**config.mk**
```make
export PLATFORM = sky130hd
export DESIGN_NAME = vcac_regs
export DESIGN_NICKNAME = d
export VERILOG_FILES = /design/src/rtl/vcac_regs.v /design/src/rtl/vcac_spi_rx.v
export VERILOG_INCLUDE_DIRS = /design/src /design/src/rtl
export SDC_FILE = /design/constraint.sdc
export NUM_CORES = 2
export LEC_CHECK = 0
export ABC_AREA = 1
export ABC_CLOCK_PERIOD_IN_PS = 43300
export BUFFER_PORTS_ARGS = -buffer_cell sky130_fd_sc_hd__buf_2
export CAP_MARGIN = 20
export CELL_PAD_IN_SITES_DETAIL_PLACEMENT = 2
export CELL_PAD_IN_SITES_GLOBAL_PLACEMENT = 2
export CORE_MARGIN = 5
export CORE_UTILIZATION = 42
export DETAILED_ROUTE_END_ITERATION = 8
export PLACE_DENSITY_LB_ADDON = 0.1
export SYNTH_ARGS = -nofsm -noshare
export SYNTH_HDL_FRONTEND = slang
export SYNTH_HIERARCHICAL = 1
export SYNTH_SLANG_ARGS = --single-unit
```
**constraint.sdc**
```tcl
create_clock -name clk_sys -period 43.3 [get_ports clk_sys]
set_input_delay 4.33 -clock clk_sys [delete_from_list [all_inputs] [get_ports clk_sys]]
set_output_delay 4.33 -clock clk_sys [all_outputs]
set_load 0.02 [all_outputs]
```
**src/rtl/vcac_defines.vh**
```
// Constants for the cursor, annunciator and configuration register bank.
// Assumes a 125 MHz system clock and a 16-bit serial frame.
`ifndef VCAC_DEFINES_VH
`define VCAC_DEFINES_VH

// Command addresses, 7 bits
`define VCAC_CURSOR_ADDR 7'h0f
`define VCAC_CONFIG_ADDR 7'h0c
`define VCAC_DATA_LO 7'h20
`define VCAC_DATA_HI 7'h7f
`define VCAC_DATA_WORDS 96

// Serial frame layout
`define VCAC_FRAME_BITS 16
`define VCAC_HDR_BITS 8
`define VCAC_RW_POS 15
`define VCAC_ADDR_MSB 14
`define VCAC_ADDR_LSB 8

// Configuration field positions
`define VCAC_CFG_S 0
`define VCAC_CFG_L 1
`define VCAC_CFG_B 2
`define VCAC_CFG_X 3
`define VCAC_CFG_T 4
`define VCAC_CFG_R 5
`define VCAC_CFG_M 6
`define VCAC_CFG_P 7

// Cursor field positions
`define VCAC_CUR_BLINK 7
`define VCAC_CUR_NONE_HI 6
`define VCAC_CUR_NONE_LO 5

// Annunciator field codes
`define VCAC_ANN_OFF 2'b00
`define VCAC_ANN_FIRST 2'b01
`define VCAC_ANN_SECOND 2'b10
`define VCAC_ANN_ON 2'b11

// Reset values
`define VCAC_CFG_RST 8'h00
`define VCAC_CUR_RST 8'h60
`define VCAC_DATA_RST 8'h00

// Blink half periods in milliseconds and the clock rate in kHz
`define VCAC_SLOW_HALF_MS 1000
`define VCAC_FAST_HALF_MS 500
`define VCAC_CLK_KHZ 125000
`define VCAC_SLOW_HALF_CYC (`VCAC_SLOW_HALF_MS * `VCAC_CLK_KHZ)
`define VCAC_FAST_HALF_CYC (`VCAC_FAST_HALF_MS * `VCAC_CLK_KHZ)
`define VCAC_BLINK_CNT_W 27

`endif

```
**src/rtl/vcac_regs.v**
```verilog
// Cursor, annunciator data and configuration registers of the display
// controller, written and read over the serial slave front end.
// Assumes the scan engine samples the lit outputs it selects.
//
// Behaviour
// - The cursor register at command address 0x0F holds a blink bit in D7 and a position in D6:D0.
// - A blinking cursor lights only in the first half of the blink period, otherwise it is lit.
// - Position 0 is digit 1 up to 1011111 for digit 96, and positions with D6 and D5 set show none.
// - An annunciator byte holds four two-bit fields, first in D1:D0 up to fourth in D7:D6.
// - A field decodes 00 off, 01 first half, 10 second half and 11 continuously lit.
// - Configuration D0 gives shutdown at 0 and normal operation at 1.
// - Configuration D1 shows unlocked at 0 and locked at 1.
// - Configuration D2 at 0 gives slow blinking with 1 s on and 1 s off.
// - Configuration D2 at 1 gives fast blinking with 0.5 s on and 0.5 s off.
// - With configuration D4 set the blink counters clear on the chip select rising edge.
// - With configuration D5 set data at 0x20 to 0x7F clears on the chip select rising edge.
// - Configuration D6 picks 48 digits one per grid at 0 or 96 digits two per grid at 1.
// - Reading configuration returns the blink phase in D7, 0 first phase and 1 second.
// - A transfer is 16 bits, R/W in D15, address in D14:D8, data in D7:D0, MSB first.
`timescale 1ns/1ps
`include "vcac_defines.vh"

module vcac_regs #(
	parameter SLOW_HALF_CYC = `VCAC_SLOW_HALF_CYC,
	parameter FAST_HALF_CYC = `VCAC_FAST_HALF_CYC
) (
	input wire clk_sys,
	input wire sys_rst,
	input wire cs_n,
	input wire sclk,
	input wire din,
	input wire [6:0] ann_addr,
	output wire dout,
	output reg cursor_lit,
	output reg [6:0] cursor_digit,
	output reg [3:0] ann_lit,
	output reg display_on,
	output reg config_locked,
	output reg blink_fast,
	output reg two_digit_mode,
	output reg blink_phase
);

	// Last count of each half period, cut to the counter width on purpose
	localparam integer SLOW_LAST_I = SLOW_HALF_CYC - 1;
	localparam integer FAST_LAST_I = FAST_HALF_CYC - 1;
	localparam [`VCAC_BLINK_CNT_W-1:0] SLOW_LAST = SLOW_LAST_I[`VCAC_BLINK_CNT_W-1:0];
	localparam [`VCAC_BLINK_CNT_W-1:0] FAST_LAST = FAST_LAST_I[`VCAC_BLINK_CNT_W-1:0];

	reg [7:0] cursor_control;
	reg [7:0] device_configuration;
	reg [7:0] data_mem [0:`VCAC_DATA_WORDS-1];
	reg [`VCAC_BLINK_CNT_W-1:0] blink_cnt;
	reg [7:0] rd_byte;
	reg [7:0] ann_byte;
	wire [15:0] rx_word;
	wire hdr_valid;
	wire word_valid;
	wire cs_rise;
	wire [6:0] wr_addr;
	wire [7:0] wr_data;
	wire wr_en;
	wire [`VCAC_BLINK_CNT_W-1:0] half_last;
	wire blink_tick;
	integer i;

	////////////////////////////////////////////////////////////////////
	// Helper functions

	// True for addresses in the segment and annunciator data range
	function in_data;
		input [6:0] addr;
		begin
			in_data = (addr >= `VCAC_DATA_LO) && (addr <= `VCAC_DATA_HI);
		end
	endfunction

	// Memory index of a data address
	function [6:0] data_idx;
		input [6:0] addr;
		begin
			data_idx = addr - `VCAC_DATA_LO;
		end
	endfunction

	function ann_on;
		input [1:0] code;
		input phase;
		begin
			case (code)
				`VCAC_ANN_OFF: ann_on = 1'b0;
				`VCAC_ANN_FIRST: ann_on = ~phase;
				`VCAC_ANN_SECOND: ann_on = phase;
				`VCAC_ANN_ON: ann_on = 1'b1;
				default: ann_on = 1'b0;
			endcase
		end
	endfunction

	////////////////////////////////////////////////////////////////////
	// Serial front end
	vcac_spi_rx u_rx (
		.clk_sys(clk_sys),
		.sys_rst(sys_rst),
		.cs_n_pin(cs_n),
		.sclk_pin(sclk),
		.din_pin(din),
		.rd_byte(rd_byte),
		.rx_word(rx_word),
		.hdr_valid(hdr_valid),
		.word_valid(word_valid),
		.cs_rise(cs_rise),
		.dout(dout)
	);

	assign wr_addr = rx_word[`VCAC_ADDR_MSB:`VCAC_ADDR_LSB];
	assign wr_data = rx_word[7:0];
	assign wr_en = word_valid & ~rx_word[`VCAC_RW_POS];

	////////////////////////////////////////////////////////////////////
	// Read data selection, address taken from the header bits
	always @* begin
		rd_byte = 8'h00;
		if (rx_word[6:0] == `VCAC_CURSOR_ADDR) begin
			rd_byte = cursor_control;
		end else if (rx_word[6:0] == `VCAC_CONFIG_ADDR) begin
			rd_byte = device_configuration;
			rd_byte[`VCAC_CFG_P] = blink_phase;
		end else if (in_data(rx_word[6:0])) begin
			rd_byte = data_mem[data_idx(rx_word[6:0])];
		end
	end

	////////////////////////////////////////////////////////////////////
	// Cursor and configuration registers
	always @(posedge clk_sys or posedge sys_rst) begin
		if (sys_rst) begin
			cursor_control <= `VCAC_CUR_RST;
			device_configuration <= `VCAC_CFG_RST;
		end else if (wr_en) begin
			if (wr_addr == `VCAC_CURSOR_ADDR) begin
				cursor_control <= wr_data;
			end
			if (wr_addr == `VCAC_CONFIG_ADDR) begin
				device_configuration <= wr_data;
				device_configuration[`VCAC_CFG_X] <= 1'b0;
				device_configuration[`VCAC_CFG_P] <= 1'b0;
			end
		end
	end

	////////////////////////////////////////////////////////////////////
	// Segment and annunciator data memory
	always @(posedge clk_sys or posedge sys_rst) begin
		if (sys_rst) begin
			for (i = 0; i < `VCAC_DATA_WORDS; i = i + 1) begin
				data_mem[i] <= `VCAC_DATA_RST;
			end
		end else if (cs_rise && device_configuration[`VCAC_CFG_R]) begin
			for (i = 0; i < `VCAC_DATA_WORDS; i = i + 1) begin
				data_mem[i] <= `VCAC_DATA_RST;
			end
		end else if (wr_en && in_data(wr_addr)) begin
			data_mem[data_idx(wr_addr)] <= wr_data;
		end
	end

	////////////////////////////////////////////////////////////////////
	// half period by rate
	assign half_last = device_configuration[`VCAC_CFG_B] ? FAST_LAST : SLOW_LAST;
	assign blink_tick = (blink_cnt >= half_last);

	always @(posedge clk_sys or posedge sys_rst) begin
		if (sys_rst) begin
			blink_cnt <= {`VCAC_BLINK_CNT_W{1'b0}};
			blink_phase <= 1'b0;
		end else if (cs_rise && device_configuration[`VCAC_CFG_T]) begin
			blink_cnt <= {`VCAC_BLINK_CNT_W{1'b0}};
			blink_phase <= 1'b0;
		end else if (blink_tick) begin
			blink_cnt <= {`VCAC_BLINK_CNT_W{1'b0}};
			blink_phase <= ~blink_phase;
		end else begin
			blink_cnt <= blink_cnt + 1'b1;
		end
	end

	////////////////////////////////////////////////////////////////////
	// Annunciator byte lookup for the scan address
	always @* begin
		ann_byte = 8'h00;
		if (in_data(ann_addr)) begin
			ann_byte = data_mem[data_idx(ann_addr)];
		end
	end

	////////////////////////////////////////////////////////////////////
	// Registered display outputs
	always @(posedge clk_sys or posedge sys_rst) begin
		if (sys_rst) begin
			cursor_lit <= 1'b0;
			cursor_digit <= 7'h00;
			ann_lit <= 4'h0;
			display_on <= 1'b0;
			config_locked <= 1'b0;
			blink_fast <= 1'b0;
			two_digit_mode <= 1'b0;
		end else begin
			cursor_digit <= cursor_control[6:0];
			cursor_lit <= ~(cursor_control[`VCAC_CUR_NONE_HI] &
				cursor_control[`VCAC_CUR_NONE_LO]) &
				(~cursor_control[`VCAC_CUR_BLINK] | ~blink_phase);
			ann_lit[0] <= ann_on(ann_byte[1:0], blink_phase);
			ann_lit[1] <= ann_on(ann_byte[3:2], blink_phase);
			ann_lit[2] <= ann_on(ann_byte[5:4], blink_phase);
			ann_lit[3] <= ann_on(ann_byte[7:6], blink_phase);
			display_on <= device_configuration[`VCAC_CFG_S];
			config_locked <= device_configuration[`VCAC_CFG_L];
			blink_fast <= device_configuration[`VCAC_CFG_B];
			two_digit_mode <= device_configuration[`VCAC_CFG_M];
		end
	end

endmodule

```
**src/rtl/vcac_spi_rx.v**
```verilog
// Serial slave front end: synchronises chip select, serial clock and data,
// assembles 16-bit frames and shifts read data out on falling clock edges.
// Assumes serial clock idles low and is far slower than clk_sys.
`timescale 1ns/1ps
`include "vcac_defines.vh"

module vcac_spi_rx (
	input wire clk_sys,
	input wire sys_rst,
	input wire cs_n_pin,
	input wire sclk_pin,
	input wire din_pin,
	input wire [7:0] rd_byte,
	output reg [15:0] rx_word,
	output reg hdr_valid,
	output reg word_valid,
	output reg cs_rise,
	output reg dout
);

	reg [2:0] cs_sync;
	reg [2:0] ck_sync;
	reg [1:0] dn_sync;
	reg [4:0] bit_cnt;
	reg [6:0] out_sh;
	wire ck_rise;
	wire ck_fall;
	wire cs_low;

	////////////////////////////////////////////////////////////////////
	// Two-stage synchronisers, plus one edge-detect stage on select and clock
	always @(posedge clk_sys or posedge sys_rst) begin
		if (sys_rst) begin
			cs_sync <= 3'h7;
			ck_sync <= 3'h0;
			dn_sync <= 2'h0;
		end else begin
			cs_sync <= {cs_sync[1:0], cs_n_pin};
			ck_sync <= {ck_sync[1:0], sclk_pin};
			dn_sync <= {dn_sync[0], din_pin};
		end
	end

	assign ck_rise = ck_sync[1] & ~ck_sync[2];
	assign ck_fall = ~ck_sync[1] & ck_sync[2];
	assign cs_low = ~cs_sync[1];

	////////////////////////////////////////////////////////////////////
	// frame shift, MSB first
	always @(posedge clk_sys or posedge sys_rst) begin
		if (sys_rst) begin
			rx_word <= 16'h0000;
			bit_cnt <= 5'h00;
			hdr_valid <= 1'b0;
			word_valid <= 1'b0;
			cs_rise <= 1'b0;
		end else begin
			hdr_valid <= 1'b0;
			word_valid <= 1'b0;
			cs_rise <= cs_sync[1] & ~cs_sync[2];
			if (!cs_low) begin
				bit_cnt <= 5'h00;
			end else if (ck_rise && bit_cnt < `VCAC_FRAME_BITS) begin
				rx_word <= {rx_word[14:0], dn_sync[1]};
				bit_cnt <= bit_cnt + 5'h01;
				hdr_valid <= (bit_cnt == `VCAC_HDR_BITS - 1);
				word_valid <= (bit_cnt == `VCAC_FRAME_BITS - 1);
			end
		end
	end

	////////////////////////////////////////////////////////////////////
	// Read data out: load after header, shift on falling edges
	always @(posedge clk_sys or posedge sys_rst) begin
		if (sys_rst) begin
			dout <= 1'b0;
			out_sh <= 7'h00;
		end else if (!cs_low) begin
			dout <= 1'b0;
			out_sh <= 7'h00;
		end else if (hdr_valid) begin
			dout <= rx_word[7] & rd_byte[7]; // R/W high means read
			out_sh <= rx_word[7] ? rd_byte[6:0] : 7'h00;
		end else if (ck_fall && bit_cnt > `VCAC_HDR_BITS) begin
			dout <= out_sh[6];
			out_sh <= {out_sh[5:0], 1'b0};
		end
	end

endmodule

```
== Word-level counts from Yosys, hierarchy flattened ==
Index checks and enable logic that the tools add are counted.

* Shifts and indexed selects: 0
* Equality and inequality tests: 18
* Magnitude comparators: 13
* Reductions and logical operators: 20
* Multiplexer cells: 37
* Bitwise gates (word level): 19
* $add $sub $neg: 5
* $mul: 0
* Div/mod/pow operators: 0

{| class="wikitable"
|+ Operators with widths
! cell !! count
|-
| 2-to-1 mux 768 bit || 2
|-
| bitwise mux 768 bit || 1
|-
| binary-select mux 8 bit (select 7 bit) || 2
|-
| 2-to-1 mux 27 bit || 3
|-
| 2-to-1 mux 8 bit || 9
|-
| demux 8 bit (select 7 bit) || 1
|-
| == test 7 x 4 -> 1 bit, second input constant || 4
|-
| 2-to-1 mux 7 bit || 4
|-
| adder 27 x 1 -> 27 bit, second input constant || 1
|-
| greater-or-equal comparator 27 bit || 1
|-
| greater-or-equal comparator 8 bit, second input constant || 3
|-
| NOT 7 -> 8 bit || 3
|-
| greater-or-equal comparator 7 x 6 -> 1 bit, second input constant || 3
|-
| less-or-equal comparator 7 bit, second input constant || 3
|-
| subtractor 7 x 6 -> 7 bit, second input constant || 3
|-
| == test 2 bit, second input constant || 8
|-
| one-hot mux 1 bit (4 select lines) || 4
|-
| 2-to-1 mux 5 bit || 2
|-
| logical AND 1 bit || 9
|-
| 2-to-1 mux 1 bit || 9
|-
| == test 2 x 1 -> 1 bit, second input constant || 4
|-
| logical NOT 2 bit || 4
|-
| < comparator 8 x 1 -> 1 bit, second input constant || 1
|-
| NOT 1 bit || 8
|-
| other kinds (10) || 20
|}

* Latch bits: 0
* Bits in writable memories: 0
* Memories: 0
* Input bits: 12
* Output and inout bits: 18
* Register bits: 866
* Logic and storage cells: 229
* Memory bits (read-only): 0

== Logic depth before layout (Yosys ltp) ==
* Depth in word-level cells: 11
* Mapped depth: 20
* Gate-level depth less buffers: 18

== Cells and area by module ==
Netlist, hierarchy kept.

{| class="wikitable"
|+ By module, submodules not included
! module !! area each (µm²) !! cells each !! instances
|-
| vcac_regs || 45932.8 || 6098 || 1
|-
| vcac_spi_rx || 1746.7 || 176 || 1
|}

== Least setup slack after synthesis ==
OpenSTA, ideal clock, no wires.

* Path type: input-to-reg
* Start point: in ann_addr[5]
* End point: reg ann_lit[0]
* Setup time: 0.139 ns
* Stages on the path: 10
* Setup slack: 37.539 ns
* Arrival: 5.622 ns
* Buffers on the path: 2
* Cell sequence: inv_1 clkbuf_1 ha_1 inv_1 clkbuf_1 nand3_1 nand2_1 inv_1 nand2_1 a21oi_1

* Cells in the longest elaborated chain, start to end: 8
* Elaborated cells between the ends (all ways): 14
* Those cells by class: 1 x add/sub; 2 x order compare; 3 x eq/ne; 5 x mux; 1 x bitwise; 2 x reduce/logical

{| class="wikitable"
|+ Ends and longest elaborated chain
! element !! line !! RTL
|-
| start: declaration || vcac_regs.v:32 || <nowiki>input wire [6:0] ann_addr,</nowiki>
|-
| subtractor 7 x 6 -> 7 bit (no line) || - ||
|-
| NOT 7 -> 8 bit (not written as such) || vcac_regs.v:193 || <nowiki>ann_byte = data_mem[data_idx(ann_addr)];</nowiki>
|-
| binary-select mux 8 bit (select 7 bit) || vcac_regs.v:193 ||
|-
| 2-to-1 mux 8 bit (not written as such) (2 in series) || vcac_regs.v:193 ||
|-
| 2-to-1 mux 8 bit (*) || vcac_regs.v:192 || <nowiki>if (in_data(ann_addr)) begin</nowiki>
|-
| == test 2 bit, or another cell as far along || vcac_regs.v:90 || <nowiki>case (code)</nowiki>
|-
| one-hot mux 1 bit (4 select lines) (*) || vcac_regs.v:90 ||
|-
| end signal: assignment || vcac_regs.v:213 || <nowiki>ann_lit[0] <= ann_on(ann_byte[1:0], blink_phase);</nowiki>
|-
| end: declaration || vcac_regs.v:36 || <nowiki>output reg [3:0] ann_lit,</nowiki>
|}

Mark *: on every way between the ends. The rest lies on a longest branch, timed or not. The select of a mux whose other input is x is not followed.
A chain may end at the register's enable or synchronous reset.

== Worst setup path after layout ==
* Start point: in ann_addr[0]
* End point: reg ann_lit[1]

Same word-level chain as after synthesis.

==> metrics <==
Post-Synthesis Mean Instance Area=7.600 um^2; Max FO, Critical Path=101; post-synthesis net count=6307; number of global-route vias before repair=52190; number of DRC markers in iteration 0=4380; number of synthesis warnings=6; count of standard-cell rows=123; number of buffers added for setup after CTS=0; cell count after synthesis=6274; worst min path class=reg -> reg; post-cts sizing count=0; Async S/R FF share, synth=100.0%; clock transition at the register clock pins on the worst setup and hold paths after CTS=0.06 ns; total of max-cap violations=0; starting density of the core=42.32%; number of instances in the placed design=7380; total negative setup slack=0 ns; share of layout cells above drive strength 1=6.230%; clk_skew=0.02978 ns; routed via count divided by cell count=6.467; post-route total power=2.207 mW; most frequent standard cell in the layout excluding fill and tap cells=sky130_fd_sc_hd__nand2_1; area of the die=120400 um^2; worst hold slack=0.3565 ns; status=finished clean; TritonCTS clock tree=built; leakage power total=23.51 nW; buffer cell driving the clock tree root=sky130_fd_sc_hd__clkbuf_16; max-slew violations=0; core box area=112700 um^2; Total Nets Final=6017; startpoint type of the worst setup path=primary input; post-synthesis share of cell area spent on xor and xnor gates=0.2939%; Post-DP HPWL=142500 um; share of the clock period used by the worst path=17.32%; Setup crit end kind=flip-flop; multiplexer area fraction after synthesis=0%; endpoints failing hold=0; Post-Synth Simple-Gate Area=20.64%; most used cells in the layout excluding fill and tap cells=sky130_fd_sc_hd__nand2_1, sky130_fd_sc_hd__dfrtp_1, sky130_fd_sc_hd__o21ai_0; worst-case clock buffer depth=3; Worst Setup Path Type=in -> reg; post-layout instance count excluding filler cells=7573; Total Wirelength=229100 um; leftover overflow at the end of global routing=0; pin count of the biggest net entering global routing=180; number of storage elements in the synthesis netlist=866; Main synth FF type=sky130_fd_sc_hd__dfrtp_1; global placement routability congestion=0.9186; number of buffers created by CTS=102; Max Clk Rate=133.3 MHz; top post-synthesis cells by area=sky130_fd_sc_hd__dfrtp_1, sky130_fd_sc_hd__nand2_1, sky130_fd_sc_hd__o21ai_0, sky130_fd_sc_hd__o22ai_1, sky130_fd_sc_hd__nand3_1; arrival time reported for the critical path endpoint=8.04 ns; area delta synth->final=8.471%; number of buffers inserted for hold repair after clock tree synthesis=0; residual antenna-violating net count after detailed routing=0; unrepaired setup endpoints after global routing=no; area fraction in compound gates after synthesis=23.42%; antenna violations before repair=9; crit path time final=7.501 ns; remaining design rule violation count=0; wire length of the first global-routing pass=341600 um; cell type with the highest aggregate area in the netlist=sky130_fd_sc_hd__dfrtp_1; clock insertion delay at the later pin of the skew report=0.71 ns; Num Clock Sinks=866; arithmetic-cell share of the synthesized area counting full adders, half adders and majority gates=0.5511%; number of placed I/O pins=30; Detailed Routing Iterations Pass 1=6; Wirelength per Cell=30.26 um; transition time of the tightest slew-check pin=1.163 ns; dominant combinational cell family by area after synthesis=compound AO/OA/AOI/OAI gates; EDFF count, synth=0; worst slew margin relative to its limit=22.48%; synthesized area=47680 um^2; Die Wd=346.9 um; share of the synthesized area in the top cell type=45.19%; data required time of the critical path=43.84 ns; vertical extent of the die=346.9 um; H-tree levels=3; post-synthesis sequential area ratio=45.46%; number of buffers added on ports=29; Cell variety after synth=47; count of vias placed by the detailed router=48970; number of failing setup endpoints in the final timing report=0; total global routing track utilization=36.83%; Power per Cell Area=42.68 nW/um^2; worst voltage drop across the vdd grid=0.00004210 V
[per-stage QoR]
| step | utilization [%] | setup WS (ns) | cell area, um^2 |
|---|---|---|---|
| after CTS | 45.90 | 35.98 | 51700 |
| after floorplan | - | 15.77 | 47680 |
| after detailed placement | 42.91 | 35.37 | 48340 |
| after global routing | 45.90 | 35.66 | 51700 |
| after global placement | 42.91 | 35.53 | 48340 |
| final | 45.91 | 35.80 | 51720 |
[worst max-delay path: stages]
cell                       delay (ns)
sky130_fd_sc_hd__buf_8           0.38
sky130_fd_sc_hd__buf_4           0.89
sky130_fd_sc_hd__buf_4           0.89
sky130_fd_sc_hd__nand2_1         0.14
sky130_fd_sc_hd__o211ai_1        0.15
sky130_fd_sc_hd__nand2_1         0.11
sky130_fd_sc_hd__nand2_1         0.08
sky130_fd_sc_hd__nand2_1         0.12
sky130_fd_sc_hd__nor2_1          0.26
sky130_fd_sc_hd__nor2_1          0.10
sky130_fd_sc_hd__nor2_1          0.12
sky130_fd_sc_hd__nand3_1         0.11
sky130_fd_sc_hd__nand2_1         0.11
sky130_fd_sc_hd__a21oi_1         0.06
[final timing paths]
check / start / to / slack, ns / cells past startpoint
setup / recovery: ann_addr[0] / ann_lit[1]$_DFF_PP0_ / 35.80 / 14
min in group asynchronous: sys_rst / cursor_digit[5]$_DFF_PP0_ / 3.74 / 2
hold reg to reg: u_rx/ck_sync[0]$_DFF_PP0_ / u_rx/ck_sync[1]$_DFF_PP0_ / 0.36 / 0
setup reg to reg: u_rx/rx_word[0]$_DFFE_PP0P_ / u_rx/out_sh[6]$_DFFE_PP0P_ / 37.68 / 19
hold / removal: u_rx/ck_sync[0]$_DFF_PP0_ / u_rx/ck_sync[1]$_DFF_PP0_ / 0.36 / 0
max in group asynchronous: sys_rst / data_mem[521]$_DFFE_PP0P_ / 36.41 / 5
[state kept, by name, summed over array words and instances (netlist names), 4 cells and up]
signal,count
blink_cnt,27
cursor_control,8
u_rx/rx_word,16
cursor_digit,7
data_mem,768
u_rx/out_sh,7
device_configuration,6
u_rx/bit_cnt,5
ann_lit,4
[cells in the mapped netlist, types with 12 or more instances]
library cell / number
sky130_fd_sc_hd__nand3_2: 13
sky130_fd_sc_hd__buf_2: 176
sky130_fd_sc_hd__nand2_1: 1281
sky130_fd_sc_hd__clkbuf_1: 250
sky130_fd_sc_hd__inv_2: 13
sky130_fd_sc_hd__dfrtp_1: 861
sky130_fd_sc_hd__nand4_1: 47
sky130_fd_sc_hd__inv_1: 625
sky130_fd_sc_hd__a21oi_1: 399
sky130_fd_sc_hd__ha_1: 21
sky130_fd_sc_hd__nor3_1: 19
sky130_fd_sc_hd__o21ai_0: 762
sky130_fd_sc_hd__nor2_1: 199
sky130_fd_sc_hd__o211ai_1: 232
sky130_fd_sc_hd__o22ai_1: 541
sky130_fd_sc_hd__nand3_1: 652
sky130_fd_sc_hd__o21ai_2: 12
sky130_fd_sc_hd__buf_1: 57
sky130_fd_sc_hd__nand2_2: 16
[power breakdown]
group	total (mW)	internal (mW)	switching [mW]
combinational	0.484	0.0878	0.396
sequential	0.829	0.813	0.0162
clock	0.894	0.518	0.376
[cells by family after synthesis]
kind of cell / after synthesis
flip-flops: 866
AND/OR/NAND/NOR: 2269
AO/OA/AOI/OAI: 1962
adder cells (fa/ha/maj): 21
buffers and inverters: 1140
XOR/XNOR: 16
[area by class of cell]
cell class | count | area, um^2
flip-flops and latches | 866 | 21690
diodes | 6 | 15.01
well taps | 1500 | 1877
repair buffers | 105 | 810.8
inverters | 641 | 2434
fillers | 12870 | 60930
multi-input cells | 4268 | 21540
clock buffers | 158 | 3015
clock inverters | 29 | 345.3
[per-layer routing]
metal	global-route usage [%]	part of all wire, %	vias up
li1	-	-	20950
met1	48.88	42	25570
met2	58.21	45	1888
met3	7.967	7.7	556
met4	16.39	5.1	10
met5	0	0.045	-
(Power assumes the default switching activity.)
